==> src/logic/tmc_pkg.sv <==
// Shared constants and types for the backplane monitor and command/indication handler.
package tmc_pkg;
  // Register byte offsets on the APB.
  localparam logic [7:0] OFS_MON_CTRL = 8'h00;
  localparam logic [7:0] OFS_GLB_STAT = 8'h04;
  localparam logic [7:0] OFS_IRQ_STAT = 8'h08;
  localparam logic [7:0] OFS_TXB0 = 8'h0C;
  localparam logic [7:0] OFS_TXB1 = 8'h10;
  localparam logic [7:0] OFS_RXB0 = 8'h14;
  localparam logic [7:0] OFS_RXB1 = 8'h18;
  localparam logic [7:0] OFS_CI0_RX = 8'h1C;
  localparam logic [7:0] OFS_CI0_TX = 8'h20;
  localparam logic [7:0] OFS_CI1_RX = 8'h24;
  localparam logic [7:0] OFS_CI1_TX = 8'h28;
  localparam logic [7:0] OFS_PORT_CFG = 8'h2C;
  // Monitor control field positions: per channel tx control at 2*ch, rx control at 2*ch+1.
  localparam int MONITOR_CONTROL_REG_MIE_BIT = 4;
  // Interrupt status layout: channel ch uses bits 4*ch+3..4*ch.
  localparam int IRQ_RECEIVED = 0;
  localparam int IRQ_END = 1;
  localparam int IRQ_ACKED = 2;
  localparam int IRQ_ABORT = 3;
  localparam int IRQ_CI0 = 8;
  localparam int IRQ_CI1 = 9;
  localparam int IRQ_W = 10;
  // Reset values.
  localparam logic [4:0] MONITOR_CONTROL_REG_RST = 5'h00;
  localparam logic [3:0] CI0_TX_RST = 4'hF;
  localparam logic [5:0] CI1_TX_RST = 6'h3F;
  localparam logic [7:0] TXB_RST = 8'hFF;
  // Frame layout: channels of four bytes, monitor in byte 2, control byte in byte 3.
  localparam logic [6:0] FRAME_BITS_TERM = 7'h60;
  localparam logic [6:0] FRAME_BITS_NTERM = 7'h20;
  localparam logic [1:0] MON_POS = 2'h2;
  localparam logic [1:0] CTL_POS = 2'h3;
  localparam logic [7:0] IDLE_BYTE = 8'hFF;
  // Transmit side handshake states.
  typedef enum logic [2:0] {
    TX_IDLE = 3'b001,
    TX_SEND = 3'b010,
    TX_GAP = 3'b100
  } tmc_tx_state_t;
endpackage

==> src/logic/tmc_mon_chan.sv <==
// One monitor channel: transmit and receive handshake, stepped once per frame.
`timescale 1ns/100ps
`default_nettype none
module tmc_mon_chan
  import tmc_pkg::*;
(
  // Clock and reset
  input wire logic clk,
  input wire logic rst_n,
  // Frame boundary and sampled slot contents
  input wire logic frame_tick,
  input wire logic [7:0] rx_byte_in,
  input wire logic rx_mr,
  input wire logic rx_mx,
  // Software controls
  input wire logic ctrl_tx,
  input wire logic ctrl_rx,
  input wire logic wr_pulse,
  input wire logic rd_pulse,
  // Results
  output logic tx_mx,
  output logic tx_mr,
  output logic tx_busy,
  output logic active,
  output logic [7:0] rx_byte,
  output logic [3:0] evt
);
  import tmc_pkg::*;

  tmc_tx_state_t state_reg, state_next;
  logic mx_reg, mx_next, mr_reg, mr_next;
  logic pending_reg, pending_next, seen_ack_reg, seen_ack_next;
  logic wr_flag_reg, wr_flag_next, rd_done_reg, rd_done_next;
  logic prev_mr_reg, prev_mr_next, prev_mx_reg, prev_mx_next;
  logic rx_seen_reg, rx_seen_next, unacked_reg, unacked_next;
  logic first_done_reg, first_done_next;
  logic [7:0] rx_byte_reg, rx_byte_next;
  logic [3:0] evt_reg, evt_next;

  // Nothing here counts time: TX_IDLE and TX_SEND wait for software as long as it takes; TX_GAP lasts one frame.
  always_comb
  begin
    state_next = state_reg;
    pending_next = pending_reg;
    seen_ack_next = seen_ack_reg;
    wr_flag_next = wr_flag_reg;
    rd_done_next = rd_done_reg;
    prev_mr_next = prev_mr_reg;
    prev_mx_next = prev_mx_reg;
    rx_seen_next = rx_seen_reg;
    unacked_next = unacked_reg;
    first_done_next = first_done_reg;
    rx_byte_next = rx_byte_reg;
    mr_next = mr_reg;
    evt_next = 4'h0;
    if (frame_tick)
    begin
      prev_mr_next = rx_mr;
      prev_mx_next = rx_mx;
      case (state_reg)
        TX_IDLE:
          if (ctrl_tx)
          begin
            state_next = TX_SEND;
            pending_next = 1'b1;
            seen_ack_next = 1'b0;
            wr_flag_next = 1'b0;
          end
        TX_SEND:
          if (!ctrl_tx)
            state_next = TX_IDLE;
          else if (pending_reg && prev_mr_reg && !rx_mr)
          begin
            pending_next = 1'b0;
            seen_ack_next = 1'b1;
            evt_next[IRQ_ACKED] = 1'b1;
          end
          else if (seen_ack_reg && prev_mr_reg && rx_mr)
          begin
            seen_ack_next = 1'b0;
            pending_next = 1'b0;
            evt_next[IRQ_ABORT] = 1'b1;
          end
          else if (!pending_reg && wr_flag_reg)
          begin
            state_next = TX_GAP;
            wr_flag_next = 1'b0;
          end
        TX_GAP:
        begin
          state_next = ctrl_tx ? TX_SEND : TX_IDLE;
          pending_next = 1'b1;
        end
        default:
          state_next = TX_IDLE;
      endcase
      if (!rx_mx && prev_mx_reg)
      begin
        rx_byte_next = rx_byte_in;
        evt_next[IRQ_RECEIVED] = 1'b1;
        unacked_next = 1'b1;
        rd_done_next = 1'b0;
        rx_seen_next = 1'b1;
      end
      else if (rx_mx && prev_mx_reg && rx_seen_reg)
      begin
        evt_next[IRQ_END] = 1'b1;
        rx_seen_next = 1'b0;
      end
      if (!ctrl_rx)
      begin
        mr_next = 1'b1;
        first_done_next = 1'b0;
      end
      else if (mr_reg && unacked_reg && (rd_done_reg || !first_done_reg))
      begin
        mr_next = 1'b0;
        unacked_next = 1'b0;
        first_done_next = 1'b1;
      end
      else if (!mr_reg && unacked_reg && rd_done_reg)
        mr_next = 1'b1;
    end
    // Software strobes come last so a strobe in a tick cycle is never lost.
    if (wr_pulse)
      wr_flag_next = 1'b1;
    if (rd_pulse)
      rd_done_next = 1'b1;
    mx_next = (state_next == TX_SEND) ? 1'b0 : 1'b1;
  end

  always_ff @(posedge clk or negedge rst_n)
  begin
    if (!rst_n)
    begin
      state_reg <= TX_IDLE;
      mx_reg <= 1'b1;
      mr_reg <= 1'b1;
      pending_reg <= 1'b0;
      seen_ack_reg <= 1'b0;
      wr_flag_reg <= 1'b0;
      rd_done_reg <= 1'b0;
      prev_mr_reg <= 1'b1;
      prev_mx_reg <= 1'b1;
      rx_seen_reg <= 1'b0;
      unacked_reg <= 1'b0;
      first_done_reg <= 1'b0;
      rx_byte_reg <= IDLE_BYTE;
      evt_reg <= 4'h0;
    end
    else
    begin
      state_reg <= state_next;
      mx_reg <= mx_next;
      mr_reg <= mr_next;
      pending_reg <= pending_next;
      seen_ack_reg <= seen_ack_next;
      wr_flag_reg <= wr_flag_next;
      rd_done_reg <= rd_done_next;
      prev_mr_reg <= prev_mr_next;
      prev_mx_reg <= prev_mx_next;
      rx_seen_reg <= rx_seen_next;
      unacked_reg <= unacked_next;
      first_done_reg <= first_done_next;
      rx_byte_reg <= rx_byte_next;
      evt_reg <= evt_next;
    end
  end

  assign tx_mx = mx_reg;
  assign tx_mr = mr_reg;
  assign tx_busy = (state_reg != TX_IDLE);
  assign active = tx_busy | rx_seen_reg | ~mr_reg;
  assign rx_byte = rx_byte_reg;
  assign evt = evt_reg;

  a_mx_forced_idle: assert property (@(posedge clk) disable iff (!rst_n)
    frame_tick && !ctrl_tx |=> tx_mx) else $error("mx not idle after tx control cleared");
  a_mr_forced_idle: assert property (@(posedge clk) disable iff (!rst_n)
    frame_tick && !ctrl_rx |=> tx_mr)
    else $error("mr not idle after rx control cleared");
  a_byte_latched: assert property (@(posedge clk) disable iff (!rst_n)
    frame_tick && !rx_mx && prev_mx_reg |=> evt[IRQ_RECEIVED] && rx_byte == $past(rx_byte_in))
    else $error("monitor byte not latched");
  a_ack_raised: assert property (@(posedge clk) disable iff (!rst_n)
    frame_tick && state_reg == TX_SEND && ctrl_tx && pending_reg && prev_mr_reg && !rx_mr
    |=> evt[IRQ_ACKED] && !tx_mx) else $error("acknowledge not reported");
  a_gap_one_frame: assert property (@(posedge clk) disable iff (!rst_n)
    state_reg == TX_GAP && frame_tick |=> state_reg != TX_GAP) else $error("gap longer than a frame");
  a_frame_hold: assert property (@(posedge clk) disable iff (!rst_n)
    !frame_tick |=> $stable(tx_mx) && $stable(tx_mr)) else $error("handshake moved between frames");
  c_byte_acked: cover property (@(posedge clk) disable iff (!rst_n) evt[IRQ_ACKED]);
  c_aborted: cover property (@(posedge clk) disable iff (!rst_n) evt[IRQ_ABORT]);
endmodule
`default_nettype wire

==> src/logic/tmc_handler.sv <==
// Backplane monitor and command/indication handler with APB register access.
// Behaviour
// - Two monitor channels terminal, one otherwise.
// - Resend pending monitor byte every frame.
// - Control bit zero forces handshake bit idle.
// - Active status shows transfer in progress.
// - Tx control set drives tx handshake low.
// - Receiver latches byte, flags byte received.
// - Rx control set acknowledges first byte.
// - Next byte: tx handshake idle one frame.
// - After read, rx handshake idle one frame.
// - No timeout anywhere in the handshake.
// - Two idle tx frames signal end.
// - Rx control cleared ends transfer, inactive.
// - Two idle rx frames abort the transmitter.
// - Four-bit code channel 0, two registers.
// - Channel 0 drive may need arbitration grant.
// - Code 0 accepted after two equal frames.
// - Transmit code 0 every frame continuously.
// - Six-bit code channel 1, terminal only.
// - Code 1 change reported immediately.
//
// The APB interface to the registers and the address map were decided locally.
`timescale 1ns/100ps
`default_nettype none
module tmc_handler
  import tmc_pkg::*;
(
  // Clock and reset
  input wire logic CLK,
  input wire logic RST_N,
  // APB slave
  input wire logic PSEL,
  input wire logic PENABLE,
  input wire logic PWRITE,
  input wire logic [7:0] PADDR,
  input wire logic [31:0] PWDATA,
  output logic [31:0] PRDATA,
  output logic PREADY,
  output logic PSLVERR,
  // Backplane link
  input wire logic DCL,
  input wire logic FSC,
  input wire logic RXD,
  input wire logic ARB_GRANT,
  output logic TXD_O,
  output logic TXD_OE
);
  import tmc_pkg::*;

  logic dcl_s1_reg, dcl_s2_reg, dcl_q_reg, fsc_s1_reg, fsc_s2_reg;
  logic rxd_s1_reg, rxd_s2_reg, grant_s1_reg, grant_s2_reg;
  logic dcl_rise, dcl_fall;
  logic fsc_prev_reg, fsc_prev_next, tick_reg, tick_next;
  logic txd_reg, txd_next, txd_oe_reg, txd_oe_next;
  logic [6:0] bit_cnt_reg, bit_cnt_next, idx, last_bit;
  logic [6:0] shift_reg, shift_next;
  logic [7:0] mon_cap_reg [2];
  logic [7:0] mon_cap_next [2];
  logic [7:0] ctl_cap_reg [2];
  logic [7:0] ctl_cap_next [2];
  logic [7:0] mon_out [2];
  logic [7:0] ctl_out [2];
  logic [7:0] sel_byte, in_byte;
  logic [3:0] byte_idx;
  logic drive;
  logic [4:0] monitor_control_reg_reg, monitor_control_reg_next;
  logic cfg_reg, cfg_next;
  logic [3:0] ci0_tx_reg, ci0_tx_next, ci0_rx_reg, ci0_rx_next, ci0_prev_reg, ci0_prev_next;
  logic [5:0] ci1_tx_reg, ci1_tx_next, ci1_rx_reg, ci1_rx_next;
  logic [3:0] ci0_code, ci0_send;
  logic [5:0] ci1_code;
  logic ci0_evt, ci1_evt;
  logic [7:0] txb_reg [2];
  logic [7:0] txb_next [2];
  logic [IRQ_W-1:0] irq_reg, irq_next, irq_set, irq_clr;
  logic [31:0] prdata_reg, prdata_next, rd_data;
  logic setup, access, hit, is_irq_read;
  logic [1:0] wr_pulse, rd_pulse, tx_busy, active;
  logic [7:0] rx_byte [2];
  logic [3:0] evt [2];
  logic [1:0] tx_mx, tx_mr;

  // Every backplane link input crosses two flip-flops; edges are found on the second stage only.
  always_ff @(posedge CLK or negedge RST_N)
  begin
    if (!RST_N)
    begin
      dcl_s1_reg <= 1'b0;
      dcl_s2_reg <= 1'b0;
      dcl_q_reg <= 1'b0;
      fsc_s1_reg <= 1'b0;
      fsc_s2_reg <= 1'b0;
      rxd_s1_reg <= 1'b1;
      rxd_s2_reg <= 1'b1;
      grant_s1_reg <= 1'b0;
      grant_s2_reg <= 1'b0;
    end
    else
    begin
      dcl_s1_reg <= DCL;
      dcl_s2_reg <= dcl_s1_reg;
      dcl_q_reg <= dcl_s2_reg;
      fsc_s1_reg <= FSC;
      fsc_s2_reg <= fsc_s1_reg;
      rxd_s1_reg <= RXD;
      rxd_s2_reg <= rxd_s1_reg;
      grant_s1_reg <= ARB_GRANT;
      grant_s2_reg <= grant_s1_reg;
    end
  end
  assign dcl_rise = dcl_s2_reg & ~dcl_q_reg;
  assign dcl_fall = ~dcl_s2_reg & dcl_q_reg;
  assign last_bit = (cfg_reg ? FRAME_BITS_NTERM : FRAME_BITS_TERM) - 7'h01;

  // Channel 0 code is driven only while the arbitration grant allows it in terminal timing.
  assign ci0_send = (cfg_reg || grant_s2_reg) ? ci0_tx_reg : 4'hF;
  assign ci0_code = ctl_cap_reg[0][5:2];
  assign ci1_code = ctl_cap_reg[1][7:2];

  // Bits are driven after the data clock rises and sampled when it falls.
  always_comb
  begin
    fsc_prev_next = fsc_prev_reg;
    bit_cnt_next = bit_cnt_reg;
    shift_next = shift_reg;
    mon_cap_next = mon_cap_reg;
    ctl_cap_next = ctl_cap_reg;
    tick_next = 1'b0;
    txd_next = txd_reg;
    txd_oe_next = txd_oe_reg;
    idx = bit_cnt_reg;
    sel_byte = IDLE_BYTE;
    drive = 1'b0;
    in_byte = {shift_reg, rxd_s2_reg};
    if (dcl_rise)
    begin
      fsc_prev_next = fsc_s2_reg;
      idx = (fsc_s2_reg && !fsc_prev_reg) ? 7'h00 : bit_cnt_reg + 7'h01;
      bit_cnt_next = idx;
    end
    byte_idx = idx[6:3];
    if (byte_idx[3:2] == 2'h0 || (byte_idx[3:2] == 2'h1 && !cfg_reg))
    begin
      if (byte_idx[1:0] == MON_POS)
      begin
        sel_byte = mon_out[byte_idx[2]];
        drive = 1'b1;
      end
      else if (byte_idx[1:0] == CTL_POS)
      begin
        sel_byte = ctl_out[byte_idx[2]];
        drive = 1'b1;
      end
    end
    if (dcl_rise)
    begin
      txd_next = sel_byte[3'h7 - idx[2:0]];
      txd_oe_next = drive & ~sel_byte[3'h7 - idx[2:0]];
    end
    if (dcl_fall)
    begin
      shift_next = in_byte[6:0];
      if (idx[2:0] == 3'h7 && drive)
      begin
        if (byte_idx[1:0] == MON_POS)
          mon_cap_next[byte_idx[2]] = in_byte;
        else
          ctl_cap_next[byte_idx[2]] = in_byte;
      end
      if (bit_cnt_reg == last_bit)
        tick_next = 1'b1;
    end
  end

  always_ff @(posedge CLK or negedge RST_N)
  begin
    if (!RST_N)
    begin
      fsc_prev_reg <= 1'b0;
      bit_cnt_reg <= 7'h7F;
      shift_reg <= 7'h7F;
      mon_cap_reg <= '{IDLE_BYTE, IDLE_BYTE};
      ctl_cap_reg <= '{IDLE_BYTE, IDLE_BYTE};
      tick_reg <= 1'b0;
      txd_reg <= 1'b1;
      txd_oe_reg <= 1'b0;
    end
    else
    begin
      fsc_prev_reg <= fsc_prev_next;
      bit_cnt_reg <= bit_cnt_next;
      shift_reg <= shift_next;
      mon_cap_reg <= mon_cap_next;
      ctl_cap_reg <= ctl_cap_next;
      tick_reg <= tick_next;
      txd_reg <= txd_next;
      txd_oe_reg <= txd_oe_next;
    end
  end

  // Channel 1 is held idle in non-terminal timing so it raises nothing.
  genvar g;
  generate
    for (g = 0; g < 2; g++)
    begin : g_chan
      logic en;
      assign en = (g == 0) || !cfg_reg;
      tmc_mon_chan u_chan (
        .clk(CLK),
        .rst_n(RST_N),
        .frame_tick(tick_reg),
        .rx_byte_in(mon_cap_reg[g]),
        .rx_mr(ctl_cap_reg[g][1] | ~en),
        .rx_mx(ctl_cap_reg[g][0] | ~en),
        .ctrl_tx(monitor_control_reg_reg[2*g] & en),
        .ctrl_rx(monitor_control_reg_reg[2*g+1] & en),
        .wr_pulse(wr_pulse[g]),
        .rd_pulse(rd_pulse[g]),
        .tx_mx(tx_mx[g]),
        .tx_mr(tx_mr[g]),
        .tx_busy(tx_busy[g]),
        .active(active[g]),
        .rx_byte(rx_byte[g]),
        .evt(evt[g])
      );
      assign mon_out[g] = tx_busy[g] ? txb_reg[g] : IDLE_BYTE;
      assign irq_set[4*g+3:4*g] = evt[g] & {{3{monitor_control_reg_reg[MONITOR_CONTROL_REG_MIE_BIT]}}, 1'b1};
    end
  endgenerate
  assign ctl_out[0] = {2'h3, ci0_send, tx_mr[0], tx_mx[0]};
  assign ctl_out[1] = {ci1_tx_reg, tx_mr[1], tx_mx[1]};

  // Code 0 needs two equal frames; code 1 is taken as soon as it changes.
  always_comb
  begin
    ci0_prev_next = ci0_prev_reg;
    ci0_rx_next = ci0_rx_reg;
    ci1_rx_next = ci1_rx_reg;
    ci0_evt = 1'b0;
    ci1_evt = 1'b0;
    if (tick_reg)
    begin
      ci0_prev_next = ci0_code;
      if (ci0_code == ci0_prev_reg && ci0_code != ci0_rx_reg)
      begin
        ci0_rx_next = ci0_code;
        ci0_evt = 1'b1;
      end
      if (!cfg_reg && ci1_code != ci1_rx_reg)
      begin
        ci1_rx_next = ci1_code;
        ci1_evt = 1'b1;
      end
    end
  end
  assign irq_set[IRQ_CI0] = ci0_evt;
  assign irq_set[IRQ_CI1] = ci1_evt;

  // Zero-wait APB slave; read data is captured in the setup cycle.
  assign setup = PSEL & ~PENABLE;
  assign access = PSEL & PENABLE;
  always_comb
  begin
    hit = 1'b1;
    rd_data = 32'h0000_0000;
    if (PADDR == OFS_MON_CTRL)
      rd_data[4:0] = monitor_control_reg_reg;
    else if (PADDR == OFS_GLB_STAT)
      rd_data[1:0] = active;
    else if (PADDR == OFS_IRQ_STAT)
      rd_data[IRQ_W-1:0] = irq_reg;
    else if (PADDR == OFS_TXB0)
      rd_data[7:0] = txb_reg[0];
    else if (PADDR == OFS_TXB1)
      rd_data[7:0] = txb_reg[1];
    else if (PADDR == OFS_RXB0)
      rd_data[7:0] = rx_byte[0];
    else if (PADDR == OFS_RXB1)
      rd_data[7:0] = rx_byte[1];
    else if (PADDR == OFS_CI0_RX)
      rd_data[3:0] = ci0_rx_reg;
    else if (PADDR == OFS_CI0_TX)
      rd_data[3:0] = ci0_tx_reg;
    else if (PADDR == OFS_CI1_RX)
      rd_data[5:0] = ci1_rx_reg;
    else if (PADDR == OFS_CI1_TX)
      rd_data[5:0] = ci1_tx_reg;
    else if (PADDR == OFS_PORT_CFG)
      rd_data[0] = cfg_reg;
    else
      hit = 1'b0;
  end

  always_comb
  begin
    monitor_control_reg_next = monitor_control_reg_reg;
    cfg_next = cfg_reg;
    ci0_tx_next = ci0_tx_reg;
    ci1_tx_next = ci1_tx_reg;
    txb_next = txb_reg;
    wr_pulse = 2'h0;
    rd_pulse = 2'h0;
    prdata_next = setup ? rd_data : prdata_reg;
    is_irq_read = access && !PWRITE && PADDR == OFS_IRQ_STAT;
    if (access && PWRITE)
    begin
      if (PADDR == OFS_MON_CTRL)
        monitor_control_reg_next = PWDATA[4:0];
      else if (PADDR == OFS_TXB0)
      begin
        txb_next[0] = PWDATA[7:0];
        wr_pulse[0] = 1'b1;
      end
      else if (PADDR == OFS_TXB1)
      begin
        txb_next[1] = PWDATA[7:0];
        wr_pulse[1] = 1'b1;
      end
      else if (PADDR == OFS_CI0_TX)
        ci0_tx_next = PWDATA[3:0];
      else if (PADDR == OFS_CI1_TX)
        ci1_tx_next = PWDATA[5:0];
      else if (PADDR == OFS_PORT_CFG)
        cfg_next = PWDATA[0];
    end
    if (access && !PWRITE && PADDR == OFS_RXB0)
      rd_pulse[0] = 1'b1;
    if (access && !PWRITE && PADDR == OFS_RXB1)
      rd_pulse[1] = 1'b1;
    // Only bits that were reported are cleared, and a new event wins over the clear.
    irq_clr = is_irq_read ? prdata_reg[IRQ_W-1:0] : '0;
    irq_next = (irq_reg & ~irq_clr) | irq_set;
  end

  always_ff @(posedge CLK or negedge RST_N)
  begin
    if (!RST_N)
    begin
      monitor_control_reg_reg <= MONITOR_CONTROL_REG_RST;
      cfg_reg <= 1'b0;
      ci0_tx_reg <= CI0_TX_RST;
      ci1_tx_reg <= CI1_TX_RST;
      ci0_rx_reg <= CI0_TX_RST;
      ci0_prev_reg <= CI0_TX_RST;
      ci1_rx_reg <= CI1_TX_RST;
      txb_reg <= '{TXB_RST, TXB_RST};
      irq_reg <= '0;
      prdata_reg <= 32'h0000_0000;
    end
    else
    begin
      monitor_control_reg_reg <= monitor_control_reg_next;
      cfg_reg <= cfg_next;
      ci0_tx_reg <= ci0_tx_next;
      ci1_tx_reg <= ci1_tx_next;
      ci0_rx_reg <= ci0_rx_next;
      ci0_prev_reg <= ci0_prev_next;
      ci1_rx_reg <= ci1_rx_next;
      txb_reg <= txb_next;
      irq_reg <= irq_next;
      prdata_reg <= prdata_next;
    end
  end

  assign PRDATA = prdata_reg;
  assign PREADY = 1'b1;
  assign PSLVERR = access & ~hit;
  assign TXD_O = txd_reg;
  assign TXD_OE = txd_oe_reg;

  a_ci0_double_look: assert property (@(posedge CLK) disable iff (!RST_N)
    tick_reg && ci0_code == ci0_prev_reg && ci0_code != ci0_rx_reg
    |=> ci0_rx_reg == $past(ci0_code) && irq_reg[IRQ_CI0]) else $error("code 0 not accepted");
  a_ci0_single_frame: assert property (@(posedge CLK) disable iff (!RST_N)
    tick_reg && ci0_code != ci0_prev_reg |=> $stable(ci0_rx_reg)) else $error("code 0 taken early");
  a_ci1_direct: assert property (@(posedge CLK) disable iff (!RST_N)
    tick_reg && !cfg_reg && ci1_code != ci1_rx_reg |=> ci1_rx_reg == $past(ci1_code))
    else $error("code 1 change missed");
  a_irq_sticky: assert property (@(posedge CLK) disable iff (!RST_N)
    !is_irq_read |=> (irq_reg & $past(irq_reg)) == $past(irq_reg)) else $error("status lost");
  a_ch1_quiet: assert property (@(posedge CLK) disable iff (!RST_N)
    tick_reg && cfg_reg |=> !tx_busy[1] && tx_mr[1] && tx_mx[1])
    else $error("channel 1 busy off terminal");
  c_ci0_change: cover property (@(posedge CLK) disable iff (!RST_N) ci0_evt);
  c_msg_received: cover property (@(posedge CLK) disable iff (!RST_N) irq_reg[IRQ_RECEIVED]);
endmodule
`default_nettype wire

==> config.mk <==
export PLATFORM = sky130hd
export DESIGN_NAME = tmc_handler
export DESIGN_NICKNAME = d
export VERILOG_FILES = /design/src/logic/tmc_pkg.sv /design/src/logic/tmc_mon_chan.sv /design/src/logic/tmc_handler.sv
export SDC_FILE = /design/constraint.sdc
export NUM_CORES = 1
export LEC_CHECK = 0
export ABC_AREA = 1
export BUFFER_PORTS_ARGS = -buffer_cell sky130_fd_sc_hd__buf_2
export CAP_MARGIN = 20
export CORE_MARGIN = 3
export CORE_UTILIZATION = 40
export DETAILED_ROUTE_END_ITERATION = 8
export PLACE_DENSITY_LB_ADDON = 0.2
export SKIP_CTS_REPAIR_TIMING = 1
export SLEW_MARGIN = 30
export SYNTH_ARGS = -nofsm -noshare
export SYNTH_HDL_FRONTEND = slang
export SYNTH_SLANG_ARGS = --single-unit
==> constraint.sdc <==
create_clock -name CLK -period 2.65 [get_ports CLK]
set_input_delay 0.3975 -clock CLK [delete_from_list [all_inputs] [get_ports CLK]]
set_output_delay 0.3975 -clock CLK [all_outputs]
set_load 0.02 [all_outputs]
# Yosys cells after proc, flatten, opt, wreduce, memory -nomap -nowiden

Index checks and enable logic that the tools add are counted.

Bits in registers: 177
Input port bits: 49
Output and inout port bits: 36
Word-level logic and storage cells: 403

Add/subtract/negate cells: 3
Order comparisons: 3
Equality and inequality tests: 49
Muxes and demuxes: 163
Bitwise operators: 33
Reduce and logical (&&, ||, !) cells: 94

Operators by type and width:

| operator           | number |
|---|---|
| $mux 8             | 17 |
| $mux 1             | 95 |
| $mux 3             | 12 |
| $logic_and 1x1->1  | 35 |
| $bwmux 16          | 2 |
| $eq 8x5->1 const B | 4 |
| $eq 8x6->1 const B | 4 |
| $mux 2             | 13 |
| $reduce_and 2->1   | 13 |
| $reduce_and 5->1   | 5 |
| $mux 7             | 3 |
| $ne 3x3->1 const B | 7 |
| $reduce_and 7->1   | 3 |
| $mux 4             | 5 |
| $reduce_bool 2->1  | 10 |
| $pmux 3 s3         | 2 |
| $eq 8x4->1 const B | 2 |
| $mux 5             | 3 |
| $ne 3x1->1 const B | 5 |
| $logic_not 1->1    | 13 |
| $not 1->1          | 13 |
| $eq 3x2->1 const B | 4 |
| $mux 6             | 2 |
| $ne 3x2->1 const B | 4 |
| 36 further kinds   | 69 |

# Logic depth before layout (Yosys ltp)

Gate-level depths: netlist (run 1).

Depth after elaboration: 15
Mapped depth: 16

# Hierarchy

From an unflattened synthesis (run 1), not the netlist that was laid out.

Cells, all modules: 1015
Area total of the unflattened synthesis: 8628.3 um^2

By module, submodules not included:

| module                          | times used | cells each | area each (um^2) | sequential area each (um^2) |
|---|---|---|---|---|
| tmc_handler                     | 1          | 739        | 6298.5           | 3186.8 |
| tmc_mon_chan (g_chan[1].u_chan) | 1          | 144        | 1201.2           | 666.9 |
| tmc_mon_chan (g_chan[0].u_chan) | 1          | 132        | 1128.6           | 666.9 |

# Least setup slack after synthesis (run 1)

No wires, ideal clock.

Path kind: flip-flop to flip-flop
From: register bit_cnt_reg[0]
To: register ctl_cap_reg (netlist bit ci0_code[2])
Setup time: 0.061 ns
Arrival: 1.963 ns
Required time: 2.589 ns
Slack: 0.626 ns
Cell stages (with the launch flop): 15
Path buffers: 1
Period minus slack after synthesis: 2.024 ns
Path through: dfstp_2 -> ha_1 -> nand3_1 -> nor2_2 -> nand2_2 -> clkinv_1 -> nand3_1 -> nand3_2 -> o21ai_2 -> nor2_4 -> nand4_4 -> nor2_4 -> buf_6 -> nand3_1 -> nand2_1

Word-level cells in the longest chain between the ends: 9

Ends and longest elaborated chain:

| what                                                                  | RTL line                               | source |
|---|---|---|
| start: declaration                                                    | tmc_handler.sv:56                      | `logic [6:0] bit_cnt_reg, bit_cnt_next, idx, last_bit;` |
| start signal: assignment                                              | tmc_handler.sv:192                     | `bit_cnt_reg <= bit_cnt_next;` |
| $add 7x1->7                                                           | tmc_handler.sv:139                     | `idx = (fsc_s2_reg && !fsc_prev_reg) ? 7'h00 : bit_cnt_reg + 7'h01;` |
| $mux 7                                                                | tmc_handler.sv:139                     |  |
| $mux 7 *                                                              | -                                      |  |
| $not 1->2 (not written as such), or another cell as far along         | tmc_handler.sv:169                     | `ctl_cap_next[byte_idx[2]] = in_byte;` |
| $ge 2x2->1 (not written as such), or another cell as far along        | tmc_handler.sv:169                     |  |
| $logic_and 1x1->1 (not written as such), or another cell as far along | tmc_handler.sv:169                     |  |
| $mux 8 (not written as such) or $mux 1 (tied branches)                | tmc_handler.sv:169, tmc_handler.sv:143 |  |
| $demux 8 s1 or $logic_and 1x1->1 (tied branches)                      | tmc_handler.sv:169, tmc_handler.sv:164 |  |
| $bwmux 16 or $reduce_and 3->1 (tied branches)                         | -                                      |  |
| end signal: assignment                                                | tmc_handler.sv:184                     | `ctl_cap_reg <= '{IDLE_BYTE, IDLE_BYTE};` |
| end signal: assignment                                                | tmc_handler.sv:195                     | `ctl_cap_reg <= ctl_cap_next;` |
| end: declaration                                                      | tmc_handler.sv:60                      | `logic [7:0] ctl_cap_reg [2];` |

Every way passes the cells marked *; elsewhere a longest branch is shown, timed or not.
A chain may end at the register's enable or synchronous reset.

# Final worst setup path (run 1)

From: register bit_cnt_reg[0]
To: register mon_cap_reg[15] (netlist bit)

Word-level cells in the longest chain between the ends: 9

Ends and longest elaborated chain:

| what                                                                  | RTL line                               | source |
|---|---|---|
| $add 7x1->7                                                           | tmc_handler.sv:139                     |  |
| $mux 7                                                                | tmc_handler.sv:139                     |  |
| $mux 7 *                                                              | -                                      |  |
| $not 1->2 (not written as such), or another cell as far along         | tmc_handler.sv:167                     | `mon_cap_next[byte_idx[2]] = in_byte;` |
| $ge 2x2->1 (not written as such), or another cell as far along        | tmc_handler.sv:167                     |  |
| $logic_and 1x1->1 (not written as such), or another cell as far along | tmc_handler.sv:167                     |  |
| $mux 8 (not written as such) or $mux 1 (tied branches)                | tmc_handler.sv:167, tmc_handler.sv:143 |  |
| $demux 8 s1 or $logic_and 1x1->1 (tied branches)                      | tmc_handler.sv:167, tmc_handler.sv:164 |  |
| $bwmux 16 or $reduce_and 3->1 (tied branches)                         | -                                      |  |
| end signal: assignment                                                | tmc_handler.sv:183                     | `mon_cap_reg <= '{IDLE_BYTE, IDLE_BYTE};` |
| end signal: assignment                                                | tmc_handler.sv:194                     | `mon_cap_reg <= mon_cap_next;` |
| end: declaration                                                      | tmc_handler.sv:58                      | `logic [7:0] mon_cap_reg [2];` |

Marks and branches as above.

==> results of run 1 <==
## final timing paths
path | end | slack, ps | cells after the start
max | mon_cap_reg[15] | 290 | 12
min | rxd_s1_reg | 70 | 1
max reg2reg | mon_cap_reg[15] | 290 | 12
min reg2reg | fsc_s2_reg | 350 | 0
max in group asynchronous | ci0_code[0] | 1430 | 3
min in group asynchronous | g_chan[1].u_chan.seen_ack_reg | 460 | 2
## layer usage
layer	track usage, %	share of wire [%]	up-vias
met5	0	0	-
met4	7.12	2.7	0
met3	4.02	5.4	35
met2	29.0	43	179
met1	29.3	49	3144
li1	-	-	3366
## cells in the final DEF (no fill, tap or decap), types with 17 or more instances in the layout
| cell type | netlist | layout |
|---|---|---|
| buf_2 | 5 | 36 |
| conb_1 | 2 | 23 |
| buf_4 | 25 | 23 |
| a21oi_1 | 29 | 29 |
| dfrtp_1 | 62 | 62 |
| nor2_1 | 49 | 49 |
| inv_1 | 117 | 117 |
| nand3_1 | 87 | 87 |
| clkbuf_16 | 0 | 17 |
| dfstp_2 | 113 | 113 |
| o21ai_0 | 106 | 106 |
| nand2_1 | 302 | 302 |
## through the flow
| stage | cells | cell area, µm² | worst slack [ps] |
|---|---|---|---|
| after floorplan | 1041 | 8540 | 626 |
| after global placement | 1326 | 8980 | 248 |
| after detailed placement | 1326 | 8980 | 211 |
| after CTS | 1358 | 9570 | 188 |
| after global routing | 1362 | 9610 | 57.7 |
| final | 1362 | 9610 | 295 |
## worst register-to-register path, cell delays in order, from the launching register on
cell and delay, ps:
dfstp_2 580, ha_1 200, nand3_1 140, nor2_2 140
nor2_1 60, nor2_2 210, inv_2 90, nor2_4 120
nand4_4 130, nor2_8 280, nand2_2 180, nand2_1 110
nand2_1 50
## cell families after synthesis
family          synth area share [%]
simple gates                    25.4
other cells                   0.0887
fa+ha+maj                      0.148
xor+xnor                       0.724
buf+inv                         8.81
mux                            0.266
compound gates                  11.1
flops                           53.4
## power by group through the flow
stage	clock network, mW	registers, mW	logic (mW)
after floorplan	0	2.90	0.270
after global placement	0	2.91	0.432
after detailed placement	0	2.91	0.439
after CTS	2.54	2.87	0.441
after global routing	2.67	2.88	0.498
final	2.48	2.87	0.440
## final cells by class
cell class                 instances  area, µm²  share of cell area, %
timing repair buffer              64        434                   4.52
sequential                       175       4520                   47.0
multi-input combinational        698       3280                   34.1
tap                              270        338                   3.52
inverter                         123        462                   4.80
clock inverter                    13        138                   1.43
clock buffer                      19        443                   4.61
==> impl_results.md, run 1 <==
* Post-synth top area share at 35.1%
* Final net count at 1,129
* Arrival @ worst endpoint at 2710 ps
* Fin Hold WS at 69.0 ps
* Initial DRC count at 479
* Final Skew at 7.17 ps
* Register area share after synthesis at 53.4%
* Fillers at 2,061
* Area leader, netlist: dfstp_2
* Seq pwr share at 49.6%
* Post-synthesis cell count at 1,020
* Pin count of the biggest net entering global routing at 73
* TritonCTS Sinks at 175
* DRC violations left at 0
* Routability Congestion at 0.925
* Slowest cell on crit path: dfstp_2
* H-tree depth at 4
* Clock root cell: clkbuf_16
* Worst setup SP type: flop
* IO Pins at 85
* Async SR Flop Fraction at 100%
* Predominant post-synthesis flop cell: dfstp_2
* Pins Over Slew Limit at 0
* Yosys warns at 0
* Worst Path Class, Setup: flop to flop
* Count leader, synth: nand2_1
* Setup_tns at 0 ps
* Final Util at 46.9%
* Clock share of power at 42.8%
* Post-synth EDFFs at 0
* Std-Cell Rows at 52
* Comb pwr share at 7.6%
* Layout cells sized above 1 at 22.3%
* Peak Freq at 425 MHz
* P per Cell Area at 602 nW/µm²
* Crit. Startpoint: bit_cnt_reg[0]
* Max rail drop VDD at 0.374 mV
* Worst R2R Start: bit_cnt_reg[0]
* Total die area at 22,900 µm²
* CP Max Fanout at 18
* Slew @ Worst Pin at 710 ps
* Outcome: finished clean
* CTS Buf Count at 17
* RSZ-0062 raised after global routing: no
* Tot GR Track Use at 19.9%
* #FFs+latches synth at 175
* Routed len/inst at 16.0 µm
* Initial antenna violation count at 1
* CTS tree: built
* HP Class: input port to flop
* Critical Path Max Stage Delay at 580 ps
* First-pass GRT wire length at 34.7 mm
* Area delta synth->final at 13.6%
* Tcrit/Tclk final at 88.9%
* Via-to-Cell Ratio at 4.94
* Critical hold path startpoint: RXD
* Vias in the first global route at 6,373
* NetSw at 1.46 mW
* Worst-path clk slew at 70 ps
* Internal power at 4.33 mW
* Insertion delay to the later sink of the worst-skew pair at 430 ps
* CP cell instances: ha_1 > nand3_1 > nor2_2 > nor2_1 > nor2_2 > inv_2 > nor2_4 > nand4_4 > nor2_8 > nand2_2 > nand2_1 > nand2_1
* Die X at 151 µm
* Critical path data required time at 3010 ps
* Worst path top cell family by delay: simple AND/OR/NAND/NOR gates
* 1st-pass router iterations at 5
* Top cells by area, synth: dfstp_2 35%, dfrtp_1 18%, nand2_1 13%
* DP HPWL at 16.0 mm
* Die Ht at 151 µm
* Antenna Nets Post-Route at 0
* Count of buffer and inverter cells on the critical path at 1
* Design Power at 5.79 mW
* Sw Share at 25.2%
* PortBufs at 37
* Max-Slew Margin vs Limit at 52.5%
* Final WL at 21.8 mm
* Inserted Diodes at 0
* Final setup violation count at 0
* Netlist cell types at 45
* Core area at 20,500 µm²
* Clock Tree Buf Depth at 2
* Pleak at 4.27 nW
* Top cells by count, synth: 302 x nand2_1, 117 x inv_1, 113 x dfstp_2
* Post-Syn Area at 8460 µm²
* Crit end category: flop
* Crit path time final at 2360 ps
* Max-cap violations at 0
* Starting density of the core at 41.3%
* Synth Area per Inst at 8.30 µm²
* Final hold viol count at 0
* DR vias at 6,724
* Gr ovfl total at 0
Power figures use the tool's default switching activity.
==> inputs of run 2 (changes only) <==
- ABC_AREA: 1 -> not set
==> run 2 against run 1 <==
Compared with the run above: clock-buffer cell count rose by 4; combinational power rose by 76%; via count fell by 6.4%; global-route usage fell by 0.29 points; critical path type unchanged; critical path depth fell by 4; worst setup slack got worse by 420 ps; area after synthesis rose by 0.84%; synthesized cell count fell by 25%; the flow now finishes with violations (negative hold slack, negative setup slack); first-iteration DRC count rose by 4.8%; register-to-register slack got worse by 420 ps; die area rose by 0.81%; power rose by 11%.
==> impl_results.md, run 2 <==
* Max rail drop VDD at 0.458 mV (was 0.374 mV)
* Arrival @ worst endpoint at 3130 ps (was 2710 ps)
* Worst Path Class, Setup: flop to flop (unchanged)
* Crit end category: flop (unchanged)
* Vias in the first global route at 6,418 (was 6,373)
* Tcrit/Tclk final at 105% (was 88.9%)
* Area leader, netlist: dfstp_2 (unchanged)
* Clock share of power at 40.9% (was 42.8%)
* Internal power at 4.72 mW (was 4.33 mW)
* Worst-path clk slew at 70 ps (about the same)
* Post-Syn Area at 8530 µm² (was 8460 µm²)
* Clock root cell: clkbuf_16 (unchanged)
* Predominant post-synthesis flop cell: dfstp_2 (unchanged)
* Violated checks: negative hold slack, negative setup slack
* Fin Hold WS at -5.64 ps (was 69.0 ps)
* Post-synth EDFFs at 0 (unchanged)
* Std-Cell Rows at 52 (unchanged)
* Core area at 20,600 µm² (was 20,500 µm²)
* Layout cells sized above 1 at 42.4% (was 22.3%)
* Netlist cell types at 75 (was 45)
* Most frequent cells in the layout: 113 x dfstp_2, 84 x mux2_2, 80 x nand2_1 (was 302 x nand2_1, 117 x inv_1, 113 x dfstp_2)
* Final hold viol count at 1 (was 0)
* First-pass GRT wire length at 35.8 mm (was 34.7 mm)
* Commonest non-fill, non-tap cell in the layout: dfstp_2 (was nand2_1)
* Gr ovfl total at 0 (unchanged)
* Slew @ Worst Pin at 746 ps (was 710 ps)
* Comb pwr share at 12.1% (was 7.6%)
* #FFs+latches synth at 175 (unchanged)
* CTS Buf Count at 17 (unchanged)
* Outcome: finished with violations (was finished clean)
* 1st-pass router iterations at 5 (unchanged)
* Crit path time final at 2770 ps (was 2360 ps)
* Count leader, synth: dfstp_2 (was nand2_1)
* H-tree depth at 4 (unchanged)
* CTS tree: built (unchanged)
* Final net count at 915 (was 1,129)
* Critical path data required time at 3000 ps (was 3010 ps)
* Initial DRC count at 502 (was 479)
* Die Ht at 152 µm (was 151 µm)
* DR vias at 6,297 (was 6,724)
* Area delta synth->final at 19.5% (was 13.6%)
* Post-synthesis cell count at 763 (was 1,020)
* HP Class: input port to async pin (was input port to flop)
* Antenna Nets Post-Route at 0 (unchanged)
* Fin worst setup slack at -121 ps (was 295 ps)
* Synth Area per Inst at 11.2 µm² (was 8.30 µm²)
* Top cells by area, synth: dfstp_2 35%, dfrtp_1 18%, mux2_2 12% (was dfstp_2 35%, dfrtp_1 18%, nand2_1 13%)
* NetSw at 1.69 mW (was 1.46 mW)
* Seq pwr share at 47.0% (was 49.6%)
* Sw Share at 26.3% (was 25.2%)
* Routability Congestion at 0.901 (was 0.925)
* Pin count of the biggest net entering global routing at 76 (was 73)
* Total die area at 23,100 µm² (was 22,900 µm²)
* RSZ-0062 raised after global routing: yes (was no)
* Async SR Flop Fraction at 100% (unchanged)
* Pins Over Slew Limit at 0 (unchanged)
* Starting density of the core at 41.4% (was 41.3%)
* Post-synth top area share at 34.8% (was 35.1%)
* Top cells by count, synth: 113 x dfstp_2, 93 x mux2_2, 80 x nand2_1 (was 302 x nand2_1, 117 x inv_1, 113 x dfstp_2)
* P per Cell Area at 629 nW/µm² (was 602 nW/µm²)
* Final setup violation count at 17 (was 0)
* Clock Tree Buf Depth at 2 (unchanged)
* IO Pins at 85 (unchanged)
* Initial antenna violation count at 0 (was 1)
* Max-cap violations at 0 (unchanged)
* DRC violations left at 0 (unchanged)
* Setup_tns at -1480 ps (was 0 ps)
* Pleak at 4.37 nW (was 4.27 nW)
* CP Max Fanout at 8 (was 18)
* Tot GR Track Use at 19.6% (was 19.9%)
* PortBufs at 37 (unchanged)
* Insertion delay to the later sink of the worst-skew pair at 430 ps (about the same)
* Final WL at 22.7 mm (was 21.8 mm)
* DP HPWL at 16.7 mm (was 16.0 mm)
* Worst setup SP type: flop (unchanged)
* Die X at 152 µm (was 151 µm)
* Max-Slew Margin vs Limit at 50.3% (was 52.5%)
* TritonCTS Sinks at 175 (unchanged)
* Routed len/inst at 19.7 µm (was 16.0 µm)
* Register area share after synthesis at 53.0% (was 53.4%)
* Yosys warns at 0 (unchanged)
* Inserted Diodes at 0 (unchanged)
* Final Skew at 11.9 ps (was 7.17 ps)
* Fillers at 1,848 (was 2,061)
* Peak Freq at 361 MHz (was 425 MHz)
* Via-to-Cell Ratio at 5.49 (was 4.94)
run 2: cell families after synthesis:
family,Yosys count,share of synthesized area [%]
compound gates,158,12.8
simple gates,236,14.3
flops,175,53.0
other cells,2,0.0880
mux,100,13.1
xor+xnor,21,2.16
buf+inv,70,4.49
fa+ha+maj,1,0.147
run 2: path summary, 6_finish.rpt:
check                                     from                            end  slack (ps)  depth (start not counted)
min in group CLK                           RXD                     rxd_s1_reg          60                          1
worst max-delay path            bit_cnt_reg[0]                    ci1_code[1]        -120                          8
worst min register to register      fsc_s1_reg                     fsc_s2_reg         340                          0
max in group asynchronous                RST_N   g_chan[1].u_chan.prev_mx_reg        1850                          2
worst max register to register  bit_cnt_reg[0]                    ci1_code[1]        -120                          8
worst min-delay path                     RST_N  g_chan[1].u_chan.state_reg[2]          -6                          1
run 2: through the flow:
step	area, µm²	std cells	total power, mW	setup WS, ps	util (%)
2_1_floorplan	8620	784	3.43	-15.3	-
3_3_place_gp	9400	1108	3.79	-224	45.6
3_5_place_dp	9400	1108	3.82	-268	45.6
4_1_cts	10000	1140	6.44	-294	48.6
5_1_grt	10200	1148	6.68	-176	49.5
6_report	10200	1148	6.41	-121	49.5
run 2: layer usage:
layer / part of all wire, % / vias to the layer above / GRT usage, % / routed length [µm]
li1: - / 2941 / - / -
met1: 46 / 3147 / 26.7 / 10400
met2: 48 / 172 / 32.1 / 10900
met3: 3.9 / 37 / 3.04 / 890
met4: 2.2 / 0 / 6.59 / 493
met5: 0 / - / 0 / 0
run 2: layout make-up:
| type | count | area, µm² | share of cell area, % |
|---|---|---|---|
| Clock buffer | 23 | 499 | 4.89 |
| Clock inverter | 9 | 116 | 1.14 |
| Inverter | 19 | 78.8 | 0.773 |
| Multi-Input combinational cell | 539 | 3800 | 37.3 |
| Sequential cell | 175 | 4520 | 44.3 |
| Tap cell | 270 | 338 | 3.31 |
| Timing Repair Buffer | 113 | 847 | 8.30 |
run 2: critical path, stage by stage, from the launching register on:
cell and delay, ps:
dfstp_2 570, nand3_4 90, or4_4 550, a21o_4 280
buf_6 130, buf_6 120, or4b_4 490, buf_8 170
mux2_4 290
run 2: power groups by stage:
stage	Clock (mW)	Combinational, mW	Sequential (mW)
2_1_floorplan	0	0.415	3.02
3_3_place_gp	0	0.737	3.05
5_1_grt	2.79	0.852	3.04
6_report	2.62	0.775	3.02
3_5_place_dp	0	0.754	3.06
4_1_cts	2.67	0.757	3.02
